<file path="config.mk">
export PLATFORM = sky130hd
export DESIGN_NAME = rsr_register_bank
export DESIGN_NICKNAME = d
export VERILOG_FILES = /design/src/rsr_pkg.sv /design/src/rsr_capture.sv /design/src/rsr_event_byte.sv /design/src/rsr_register_bank.sv
export VERILOG_INCLUDE_DIRS = /design/src
export SDC_FILE = /design/constraint.sdc
export NUM_CORES = 1
export LEC_CHECK = 0
export ABC_CLOCK_PERIOD_IN_PS = 2500
export BUFFER_PORTS_ARGS = -buffer_cell sky130_fd_sc_hd__buf_4
export CORE_ASPECT_RATIO = 1.2
export CORE_MARGIN = 3
export CORE_UTILIZATION = 45
export CTS_CLUSTER_SIZE = 30
export DETAILED_ROUTE_END_ITERATION = 12
export PLACE_DENSITY = 0.69
export SYNTH_ARGS = -nofsm -noshare
export SYNTH_HDL_FRONTEND = slang
export SYNTH_SLANG_ARGS = --single-unit
</file>
<file path="constraint.sdc">
create_clock -name clk -period 2.5 [get_ports clk]
set_clock_uncertainty 0.15 [all_clocks]
set_input_delay 0.25 -clock clk [delete_from_list [all_inputs] [get_ports clk]]
set_output_delay 0.25 -clock clk [all_outputs]
set_load 0.005 [all_outputs]
</file>
<file path="src/rsr_params.svh">
// offsets, field positions, reset values and identity defaults of the status register bank
`ifndef RSR_PARAMS_SVH
`define RSR_PARAMS_SVH

`define RSR_ADDR_MASK_B3       8'h90
`define RSR_ADDR_MASK_B2       8'h91
`define RSR_ADDR_MASK_B1       8'h92
`define RSR_ADDR_MASK_B0       8'h93
`define RSR_ADDR_DEMOD_CONFIG  8'hA3
`define RSR_ADDR_POWER_CONFIG  8'hA4
`define RSR_ADDR_CTRL_HI       8'hC0
`define RSR_ADDR_CTRL_LO       8'hC1
`define RSR_ADDR_TX_INFO       8'hC2
`define RSR_ADDR_RX_INFO       8'hC3
`define RSR_ADDR_FREQ_CORR     8'hC4
`define RSR_ADDR_LINK_B2       8'hC5
`define RSR_ADDR_LINK_B1       8'hC6
`define RSR_ADDR_LINK_B0       8'hC7
`define RSR_ADDR_SIG_STRENGTH  8'hC8
`define RSR_ADDR_LEN_HI        8'hC9
`define RSR_ADDR_LEN_LO        8'hCA
`define RSR_ADDR_CRC_B2        8'hCB
`define RSR_ADDR_CRC_B1        8'hCC
`define RSR_ADDR_CRC_B0        8'hCD
`define RSR_ADDR_CTRL_FIELD_0  8'hCE
`define RSR_ADDR_CTRL_FIELD_1  8'hCF
`define RSR_ADDR_CTRL_FIELD_2  8'hD0
`define RSR_ADDR_CTRL_FIELD_3  8'hD1
`define RSR_ADDR_SRC_ADDR      8'hD2
`define RSR_ADDR_DST_ADDR      8'hD3
`define RSR_ADDR_CIPHER_FIRST  8'hD4
`define RSR_ADDR_CIPHER_LAST   8'hE3
`define RSR_ADDR_CAL_HI        8'hE4
`define RSR_ADDR_CAL_LO        8'hE5
`define RSR_ADDR_TXQ_LEVEL     8'hE6
`define RSR_ADDR_RXQ_LEVEL     8'hE7
`define RSR_ADDR_PART_ID       8'hF0
`define RSR_ADDR_REV_ID        8'hF1
`define RSR_ADDR_EVENTS_B3     8'hFA
`define RSR_ADDR_EVENTS_B2     8'hFB
`define RSR_ADDR_EVENTS_B1     8'hFC
`define RSR_ADDR_EVENTS_B0     8'hFD

`define RSR_DEMOD_ORDER_BIT    1
`define RSR_DEM_RSVD_HI        6'h0D
`define RSR_DEM_RSVD_LO        1'h1
`define RSR_DEMOD_ORDER_RESET  1'h1
`define RSR_TS_BUFFER_BIT      6
`define RSR_SMPS_OFF_BIT       5
`define RSR_CTRL_HI_RSVD       4'h5
`define RSR_MASK_RESET         32'h0000_0000
`define RSR_PART_ID_DEFAULT    8'hA5
`define RSR_REV_ID_DEFAULT     8'h5A
`define RSR_RECORD_WIDTH       127

`endif

</file>
<file path="src/rsr_pkg.sv">
// types shared by the status register bank modules
package rsr_pkg;

	typedef struct packed {
		logic [31:0] mask;
		logic        demod_order;
		logic        ts_buffer;
		logic        smps_off;
		logic [3:0]  tx_count;
		logic [7:0]  rdata;
		logic        rvalid;
		logic        route;
	} rsr_bank_state_type;

	typedef struct packed {
		logic [7:0] flags;
	} rsr_event_state_type;

endpackage

</file>
<file path="src/rsr_capture.sv">
// word that holds its value until a load strobe takes a new one
`timescale 1ns/1ps

module rsr_capture #(
	parameter int WIDTH = 8
) (
	input  wire logic             clk,
	input  wire logic             rst_b,
	input  wire logic             load,
	input  wire logic [WIDTH-1:0] data_in,
	output logic      [WIDTH-1:0] data_out
);
	typedef struct packed {
		logic [WIDTH-1:0] word;
	} rsr_capture_state_type;

	rsr_capture_state_type state_reg;
	rsr_capture_state_type state_next;

	always_comb begin
		state_next = state_reg;
		if (load) begin
			state_next.word = data_in;
		end
	end

	always_ff @(posedge clk) begin
		if (!rst_b) begin
			state_reg <= '0;
		end else begin
			state_reg <= state_next;
		end
	end

	assign data_out = state_reg.word;
endmodule

</file>
<file path="src/rsr_event_byte.sv">
// one byte of sticky event flags, cleared by reading it
`timescale 1ns/1ps

module rsr_event_byte
	import rsr_pkg::*;
(
	input  wire logic       clk,
	input  wire logic       rst_b,
	input  wire logic [7:0] event_set,
	input  wire logic       read_clear,
	output logic      [7:0] flags
);
	rsr_event_state_type state_reg;
	rsr_event_state_type state_next;

	always_comb begin
		state_next = state_reg;
		// set is ORed in after the clear so an event landing on the read stays pending
		if (read_clear) begin
			state_next.flags = 8'h00; // [RQ19]
		end
		state_next.flags = state_next.flags | event_set; // [RQ19]
	end

	always_ff @(posedge clk) begin
		if (!rst_b) begin
			state_reg <= '0;
		end else begin
			state_reg <= state_next;
		end
	end

	assign flags = state_reg.flags;
endmodule

</file>
<file path="src/rsr_register_bank.sv">
// byte-wide configuration and status register bank of the transceiver
// How it works
// RQ1: 32-bit routing mask in four bytes, msb first; masked events drive gpio.
// RQ2: host clears demodulator order bit, reset one, during radio initialisation.
// RQ3: host keeps reserved demodulator config bits at reset pattern when writing.
// RQ4: temperature buffer enable bit one buffers the sensor output; zero leaves unbuffered.
// RQ5: regulator-off bit zero keeps switching regulator on; one turns it off.
// RQ6: upper state byte: antenna bit3, tx full bit2, rx empty bit1, cal error bit0.
// RQ7: lower state byte: controller state in bits 7:1, crystal running in bit0.
// RQ8: tx info: sequence number and count; count updates only at limit or ack.
// RQ9: rx info: negative-ack flag in bit2, sequence number in bits 1:0.
// RQ10: per packet latch correction, preamble, carrier+sync, gain and strength bytes.
// RQ11: received length over two bytes, high byte times 256 plus low.
// RQ12: checksum in three bytes, byte 2 lowest address, byte 0 highest.
// RQ13: four control bytes, byte 0 at lowest address up to byte 3.
// RQ14: source address byte first, destination address byte second.
// RQ15: 128-bit cipher result as sixteen bytes, most significant byte lowest address.
// RQ16: oscillator trim and feedback words across byte boundary, seven-bit synth word.
// RQ17: transmit and receive queue fill levels, seven bits each, zero to 96.
// RQ18: 32 event flags in four bytes, msb first, matching the mask bits.
// RQ19: reading an event byte clears it; same-cycle events stay pending.
// RQ20: writes to read-only status and identity registers are ignored.
`timescale 1ns/1ps
`include "rsr_params.svh"

module rsr_register_bank #(
	parameter logic [7:0] PART_ID = `RSR_PART_ID_DEFAULT, // arbitrary value
	parameter logic [7:0] REV_ID  = `RSR_REV_ID_DEFAULT   // arbitrary value
) (
	input  wire logic         clk,
	input  wire logic         rst_b,
	// register port behind the serial configuration interface
	input  wire logic [7:0]   reg_addr,
	input  wire logic [7:0]   reg_wdata,
	input  wire logic         reg_write,
	input  wire logic         reg_read,
	output logic      [7:0]   reg_rdata,
	output logic              reg_rvalid,
	// configuration outputs and the routed interrupt pin
	output logic              demodulator_order_sel,
	output logic              temp_sensor_buffer_en,
	output logic              switching_regulator_off,
	output logic              irq_route_out,
	// live status
	input  wire logic         active_antenna,
	input  wire logic         transmit_queue_full,
	input  wire logic         receive_queue_empty,
	input  wire logic         low_frequency_oscillator_error,
	input  wire logic [6:0]   main_controller_state,
	input  wire logic         crystal_running,
	input  wire logic [1:0]   transmit_sequence_number,
	input  wire logic [3:0]   transmission_count,
	input  wire logic         transmission_count_update,
	input  wire logic [6:0]   transmit_queue_count,
	input  wire logic [6:0]   receive_queue_count,
	// per-packet record
	input  wire logic         packet_done,
	input  wire logic         received_negative_ack,
	input  wire logic [1:0]   received_sequence_number,
	input  wire logic [7:0]   frequency_correction_word,
	input  wire logic [7:0]   preamble_quality,
	input  wire logic         carrier_sense,
	input  wire logic [6:0]   sync_quality,
	input  wire logic [3:0]   gain_word,
	input  wire logic [7:0]   signal_strength_level,
	input  wire logic [15:0]  received_length,
	input  wire logic [23:0]  received_checksum,
	input  wire logic [31:0]  received_control,
	input  wire logic [7:0]   received_source,
	input  wire logic [7:0]   received_dest,
	// cipher and calibrators
	input  wire logic         cipher_done,
	input  wire logic [127:0] cipher_result,
	input  wire logic         calibration_done,
	input  wire logic [3:0]   oscillator_resistor_trim,
	input  wire logic [4:0]   oscillator_feedback_trim,
	input  wire logic [6:0]   synth_cal_word,
	// interrupt events, one-cycle pulses
	input  wire logic [31:0]  event_pulse
);
	import rsr_pkg::*;

	rsr_bank_state_type state_reg;
	rsr_bank_state_type state_next;

	logic [`RSR_RECORD_WIDTH-1:0] record_in;
	logic [`RSR_RECORD_WIDTH-1:0] record;
	logic [15:0]                  cal_word;
	logic [31:0]                  events;
	logic [3:0]                   event_read;
	logic [7:0]                   cipher_index;
	logic [7:0]                   read_value;

	// record fields packed in one word so a single strobe latches them together
	assign record_in = {received_negative_ack, received_sequence_number,
		frequency_correction_word, preamble_quality, carrier_sense, sync_quality,
		gain_word, signal_strength_level, received_length, received_checksum,
		received_control, received_source, received_dest};

	rsr_capture #(
		.WIDTH(`RSR_RECORD_WIDTH)
	) u_record (
		.clk     (clk),
		.rst_b   (rst_b),
		.load    (packet_done), // [RQ10]
		.data_in (record_in),
		.data_out(record)
	);

	logic [127:0] cipher_word;

	rsr_capture #(
		.WIDTH(128)
	) u_cipher (
		.clk     (clk),
		.rst_b   (rst_b),
		.load    (cipher_done), // [RQ15]
		.data_in (cipher_result),
		.data_out(cipher_word)
	);

	// trim word straddles the byte boundary: top 4 feedback bits low in the high byte
	rsr_capture #(
		.WIDTH(16)
	) u_cal (
		.clk     (clk),
		.rst_b   (rst_b),
		.load    (calibration_done),
		.data_in ({oscillator_resistor_trim, oscillator_feedback_trim,
			synth_cal_word}), // [RQ16]
		.data_out(cal_word)
	);

	// event byte k sits at the status offset 3-k, msb byte first
	always_comb begin
		event_read[3] = reg_read && (reg_addr == `RSR_ADDR_EVENTS_B3);
		event_read[2] = reg_read && (reg_addr == `RSR_ADDR_EVENTS_B2);
		event_read[1] = reg_read && (reg_addr == `RSR_ADDR_EVENTS_B1);
		event_read[0] = reg_read && (reg_addr == `RSR_ADDR_EVENTS_B0);
	end

	genvar g;
	generate
		for (g = 0; g < 4; g++) begin : g_events
			rsr_event_byte u_event (
				.clk       (clk),
				.rst_b     (rst_b),
				.event_set (event_pulse[8*g+7:8*g]),
				.read_clear(event_read[g]), // [RQ19]
				.flags     (events[8*g+7:8*g])
			);
		end
	endgenerate

	assign cipher_index = reg_addr - `RSR_ADDR_CIPHER_FIRST;

	always_comb begin
		read_value = 8'h00;
		unique case (reg_addr)
			`RSR_ADDR_MASK_B3:      read_value = state_reg.mask[31:24]; // [RQ1]
			`RSR_ADDR_MASK_B2:      read_value = state_reg.mask[23:16];
			`RSR_ADDR_MASK_B1:      read_value = state_reg.mask[15:8];
			`RSR_ADDR_MASK_B0:      read_value = state_reg.mask[7:0];
			`RSR_ADDR_DEMOD_CONFIG: read_value = {`RSR_DEM_RSVD_HI, state_reg.demod_order,
				`RSR_DEM_RSVD_LO};
			`RSR_ADDR_POWER_CONFIG: read_value = {1'b0, state_reg.ts_buffer,
				state_reg.smps_off, 5'h00};
			`RSR_ADDR_CTRL_HI:      read_value = {`RSR_CTRL_HI_RSVD, active_antenna,
				transmit_queue_full, receive_queue_empty,
				low_frequency_oscillator_error}; // [RQ6]
			`RSR_ADDR_CTRL_LO:      read_value = {main_controller_state,
				crystal_running}; // [RQ7]
			`RSR_ADDR_TX_INFO:      read_value = {2'b00, transmit_sequence_number,
				state_reg.tx_count}; // [RQ8]
			`RSR_ADDR_RX_INFO:      read_value = {5'h00, record[126:124]}; // [RQ9]
			`RSR_ADDR_FREQ_CORR:    read_value = record[123:116]; // [RQ10]
			`RSR_ADDR_LINK_B2:      read_value = record[115:108];
			`RSR_ADDR_LINK_B1:      read_value = record[107:100];
			`RSR_ADDR_LINK_B0:      read_value = {4'h0, record[99:96]};
			`RSR_ADDR_SIG_STRENGTH: read_value = record[95:88];
			`RSR_ADDR_LEN_HI:       read_value = record[87:80]; // [RQ11]
			`RSR_ADDR_LEN_LO:       read_value = record[79:72];
			`RSR_ADDR_CRC_B2:       read_value = record[71:64]; // [RQ12]
			`RSR_ADDR_CRC_B1:       read_value = record[63:56];
			`RSR_ADDR_CRC_B0:       read_value = record[55:48];
			`RSR_ADDR_CTRL_FIELD_0: read_value = record[23:16]; // [RQ13]
			`RSR_ADDR_CTRL_FIELD_1: read_value = record[31:24];
			`RSR_ADDR_CTRL_FIELD_2: read_value = record[39:32];
			`RSR_ADDR_CTRL_FIELD_3: read_value = record[47:40];
			`RSR_ADDR_SRC_ADDR:     read_value = record[15:8]; // [RQ14]
			`RSR_ADDR_DST_ADDR:     read_value = record[7:0];
			`RSR_ADDR_CAL_HI:       read_value = cal_word[15:8]; // [RQ16]
			`RSR_ADDR_CAL_LO:       read_value = cal_word[7:0];
			`RSR_ADDR_TXQ_LEVEL:    read_value = {1'b0, transmit_queue_count}; // [RQ17]
			`RSR_ADDR_RXQ_LEVEL:    read_value = {1'b0, receive_queue_count};
			`RSR_ADDR_PART_ID:      read_value = PART_ID;
			`RSR_ADDR_REV_ID:       read_value = REV_ID;
			`RSR_ADDR_EVENTS_B3:    read_value = events[31:24]; // [RQ18]
			`RSR_ADDR_EVENTS_B2:    read_value = events[23:16];
			`RSR_ADDR_EVENTS_B1:    read_value = events[15:8];
			`RSR_ADDR_EVENTS_B0:    read_value = events[7:0];
			default: begin
				// cipher bytes run msb first; other holes read zero
				if (reg_addr >= `RSR_ADDR_CIPHER_FIRST && reg_addr <= `RSR_ADDR_CIPHER_LAST) begin
					read_value = cipher_word[8'd127 - {cipher_index[4:0], 3'b000} -: 8]; // [RQ15]
				end
			end
		endcase
	end

	always_comb begin
		state_next = state_reg;
		state_next.rvalid = reg_read;
		if (reg_read) begin
			state_next.rdata = read_value;
		end
		// only the writable bytes decode; every other write falls through untouched
		if (reg_write) begin
			unique case (reg_addr)
				`RSR_ADDR_MASK_B3:      state_next.mask[31:24] = reg_wdata; // [RQ1]
				`RSR_ADDR_MASK_B2:      state_next.mask[23:16] = reg_wdata;
				`RSR_ADDR_MASK_B1:      state_next.mask[15:8] = reg_wdata;
				`RSR_ADDR_MASK_B0:      state_next.mask[7:0] = reg_wdata;
				// reserved bits are not stored, so a careless write cannot upset them
				`RSR_ADDR_DEMOD_CONFIG: state_next.demod_order = reg_wdata[`RSR_DEMOD_ORDER_BIT]; // [RQ3]
				`RSR_ADDR_POWER_CONFIG: begin
					state_next.ts_buffer = reg_wdata[`RSR_TS_BUFFER_BIT]; // [RQ4]
					state_next.smps_off  = reg_wdata[`RSR_SMPS_OFF_BIT]; // [RQ5]
				end
				default: state_next.mask = state_next.mask; // [RQ20]
			endcase
		end
		if (transmission_count_update) begin
			state_next.tx_count = transmission_count; // [RQ8]
		end
		// one cycle behind the flags, traded for a glitch-free registered pin
		state_next.route = |(events & state_reg.mask); // [RQ1]
	end

	always_ff @(posedge clk) begin
		if (!rst_b) begin
			state_reg             <= '0;
			state_reg.mask        <= `RSR_MASK_RESET;
			state_reg.demod_order <= `RSR_DEMOD_ORDER_RESET; // [RQ2]
		end else begin
			state_reg <= state_next;
		end
	end

	assign reg_rdata               = state_reg.rdata;
	assign reg_rvalid              = state_reg.rvalid;
	assign demodulator_order_sel   = state_reg.demod_order;
	assign temp_sensor_buffer_en   = state_reg.ts_buffer;
	assign switching_regulator_off = state_reg.smps_off;
	assign irq_route_out           = state_reg.route;
endmodule

</file>
==> results.md <==
* Initial antenna violation count at 3
* Primary FF master, synth: dfxtp_1
* Minimum clock period at between 2 and 2.5 ns
* CP bufs+invs at 4
* Area after DPL at about 21,000 µm²
* Core ar. at about 36,000 µm²
* CP top delay family: buffers and inverters
* Final setup fails at 0
* H-tree Lvls at 2
* TritonCTS clock tree: built
* Design Area, Final at roughly 25,000 µm²
* Drt pass-1 iters at 7
* Register area share after synthesis at about 42%
* Status: completed
* Fraction of registers with async set/reset at 0%
* Cts repair resizes at 0
* Starting density of the core at a little under half
* Pin count of the biggest net entering global routing at around 90
* WL final at around 72,000 µm
* ANT nets after route at 0
* Avg Inst Size Synth at about 10 µm²
* Worst slew pin tran at around 0.76 ns
* Num Clock Sinks at around 350
* DR vias at about 16,000
* Clock Tree Root: clkbuf_16
* Min-delay worst type: in -> reg
* CP Launch Type: input port
* Switch share at about a quarter
* Fin nets at 2,729
* Slew HR at about half
* CP peak stage delay at between 0.4 and 0.5 ns
* Cell breakdown of the critical path: buf_4, buf_4, nor4bb_1, buf_4, buf_4, a22oi_1, o21ai_0, a21oi_1, a41oi_1
* Final setup margin at 0.220 ns
* Io pins at ~370
* Mapped Nets at 2,003
* First-pass GRT wire length at ~110,000 µm
* RSZ-0062 raised after global routing: no
* Most common cell after layout, fill and taps aside: buf_4
* Die Area at 39,500 µm²
* HPWL Detailed at ~50,000 µm
* PwrDens at about 560 nW/µm²
* Synthesized instance count at 1,639
* Dpl ws at -0.255 ns
* Synth top area share at between 40% and 50%
* Clk_lat worst skew at 0.54 ns
* Switching Power at about 3.6 mW
* Share of cells above drive strength 1 at ~25%
* Crit path DAT at approximately 2.6 ns
* Pins Over Slew Limit at 0
* Setup crit end kind: register
* Cell taking the most area after synthesis: dfxtp_1
* Final worst-path cycle share at about nine tenths
* Most frequent cells in the layout: buf_4 (476), dfxtp_1 (352), nor2b_1 (332)
* Placed insts at between 2,000 and 2,500
* Final Hold Vio Count at 0
* DR WL/cell at roughly 25 µm
* Pint at just over 10 mW
* Fill cells at ~2,600
* Tot GR Track Use at a little over a third
* Critical path class: in -> reg
* Netlist cell types at 71
* Sequential share of power at 44.2%
* TNS Setup at 0 ns
* Die Span Y at ~220 µm
* Chip width at 182 µm
* Final non-filler cell total at 2,860
* I/O Buffers at approximately 370
* Grt total ovfl at 0
* RD Place Congestion at around 0.95
* Synth-to-Final Area Change at 49.5%
* Synth area leaders: dfxtp_1 (42%), mux2i_1 (19%), nor2b_1 (12%)
* # DRC at 0
* TritonCTS Buffers at 38
* CP required at roughly 2.8 ns
* Post-Syn Area at approximately 17,000 µm²
* Core Rows at 76
* Max reg flops at ~130
* Clock share of power at about two fifths
* Slowest cell on crit path: o21ai_0
* Vias per cell at 5.54
* Most frequent CP cell: buf_4
* Synth Warn # at 0
* Crit Path Max Fanout at 15
* Vias in the first global route at 16,700
* Fmax at 0.439 GHz
* Comb power frac at 16.8%
* Drt initial violations at ~1,300
* Max IR drop VDD at approximately 0.00064 V
* Post-synth EDFFs at 0
* Register bit total from synthesis at ~350
* Worst-path clk slew at 0.07 ns
* Overall power at ~14 mW
* Longest Clk Path Bufs at 3
* Leak Pwr at 10.6 nW
* Max cap viols at 0
## what timing repair did
action / in CTS / in global routing
hold buffers: 323 / 0
endpoints found under the setup margin: 0 / 0
hold endpoints to repair: 343 / 0
buffers inserted: 0 / 0
## worst paths after layout
kind                                                from             to  slack [ns]  cells past startpoint
worst max-delay path                         reg_addr[0]   reg_rdata[3]        0.22                      9
worst min register to register             state_reg[45]  state_reg[45]        0.35                      2
worst max register to register    u_record.data_out[105]   reg_rdata[5]        0.51                      6
worst min-delay path            main_controller_state[6]   reg_rdata[7]        0.04                      5
## through the flow
stage                     hold WS [ns]  util (%)
final                           0.0432      68.9
after global routing            0.0718      68.9
after CTS                       0.0200      68.8
after detailed placement         0.332      56.8
after global placement           0.322      56.8
after floorplan                  0.225         -
## tightest hold or removal path, stage by stage
cell     delay, ns
buf_4         0.09
nand3_1       0.07
o21ai_0       0.08
a21oi_1       0.07
a31oi_1       0.14
## cell families after synthesis
group	count (synthesis)	synth area share [%]
flip-flops	352	42.1
AO/OA/AOI/OAI	254	10.4
AND/OR/NAND/NOR	525	18.6
adder cells (fa/ha/maj)	5	0.374
buffers and inverters	137	3.88
multiplexers	366	24.7
## power by group through the flow
| stage | logic (mW) | clock network, mW | registers (mW) |
|---|---|---|---|
| 3_3_place_gp | 1.85 | 0 | 6.27 |
| 2_1_floorplan | 0.994 | 0 | 6.15 |
| 4_1_cts | 2.29 | 5.49 | 6.15 |
| 5_1_grt | 2.49 | 5.72 | 6.19 |
| 6_report | 2.35 | 5.43 | 6.17 |
| 3_5_place_dp | 1.87 | 0 | 6.27 |
## cell usage after synthesis (6+ instances only)
| cell | number |
|---|---|
| buf_4 | 17 |
| nor2_1 | 21 |
| mux4_2 | 34 |
| nand4_1 | 8 |
| nand2b_1 | 6 |
| a22o_1 | 13 |
| a32oi_1 | 15 |
| a221oi_1 | 9 |
| nor3_1 | 8 |
| and3_1 | 9 |
| o21ai_0 | 31 |
| mux2i_1 | 312 |
| nor2b_1 | 332 |
| and2_1 | 7 |
| mux2_1 | 8 |
| a31oi_1 | 16 |
| nand3_1 | 32 |
| mux2_2 | 11 |
| buf_1 | 6 |
| a22oi_1 | 46 |
| clkbuf_1 | 77 |
| dfxtp_1 | 352 |
| nand2_1 | 63 |
| a21boi_0 | 14 |
| nor4_1 | 10 |
| buf_2 | 27 |
| a21oi_1 | 58 |
## routing by layer
layer / track usage, % / up-vias / share of wire (%)
met2: 58.9 / 753 / 47
met5: 0 / - / 0
li1: - / 7326 / -
met4: 16.8 / 0 / 5.7
met1: 43.6 / 7585 / 40
met3: 6.45 / 189 / 7.2
## layout make-up
class,count,area [µm²],share of cell area [%]
inverter,5,18.8,0.0750
antenna,3,7.51,0.0300
clock buffer,57,1090,4.37
tap,468,586,2.34
sequential,352,7050,28.2
multi-input combinational,1150,9040,36.1
clock inverter,7,66.3,0.265
timing repair buffer,818,7160,28.6
Note: power is estimated with default switching activity, not from simulation.
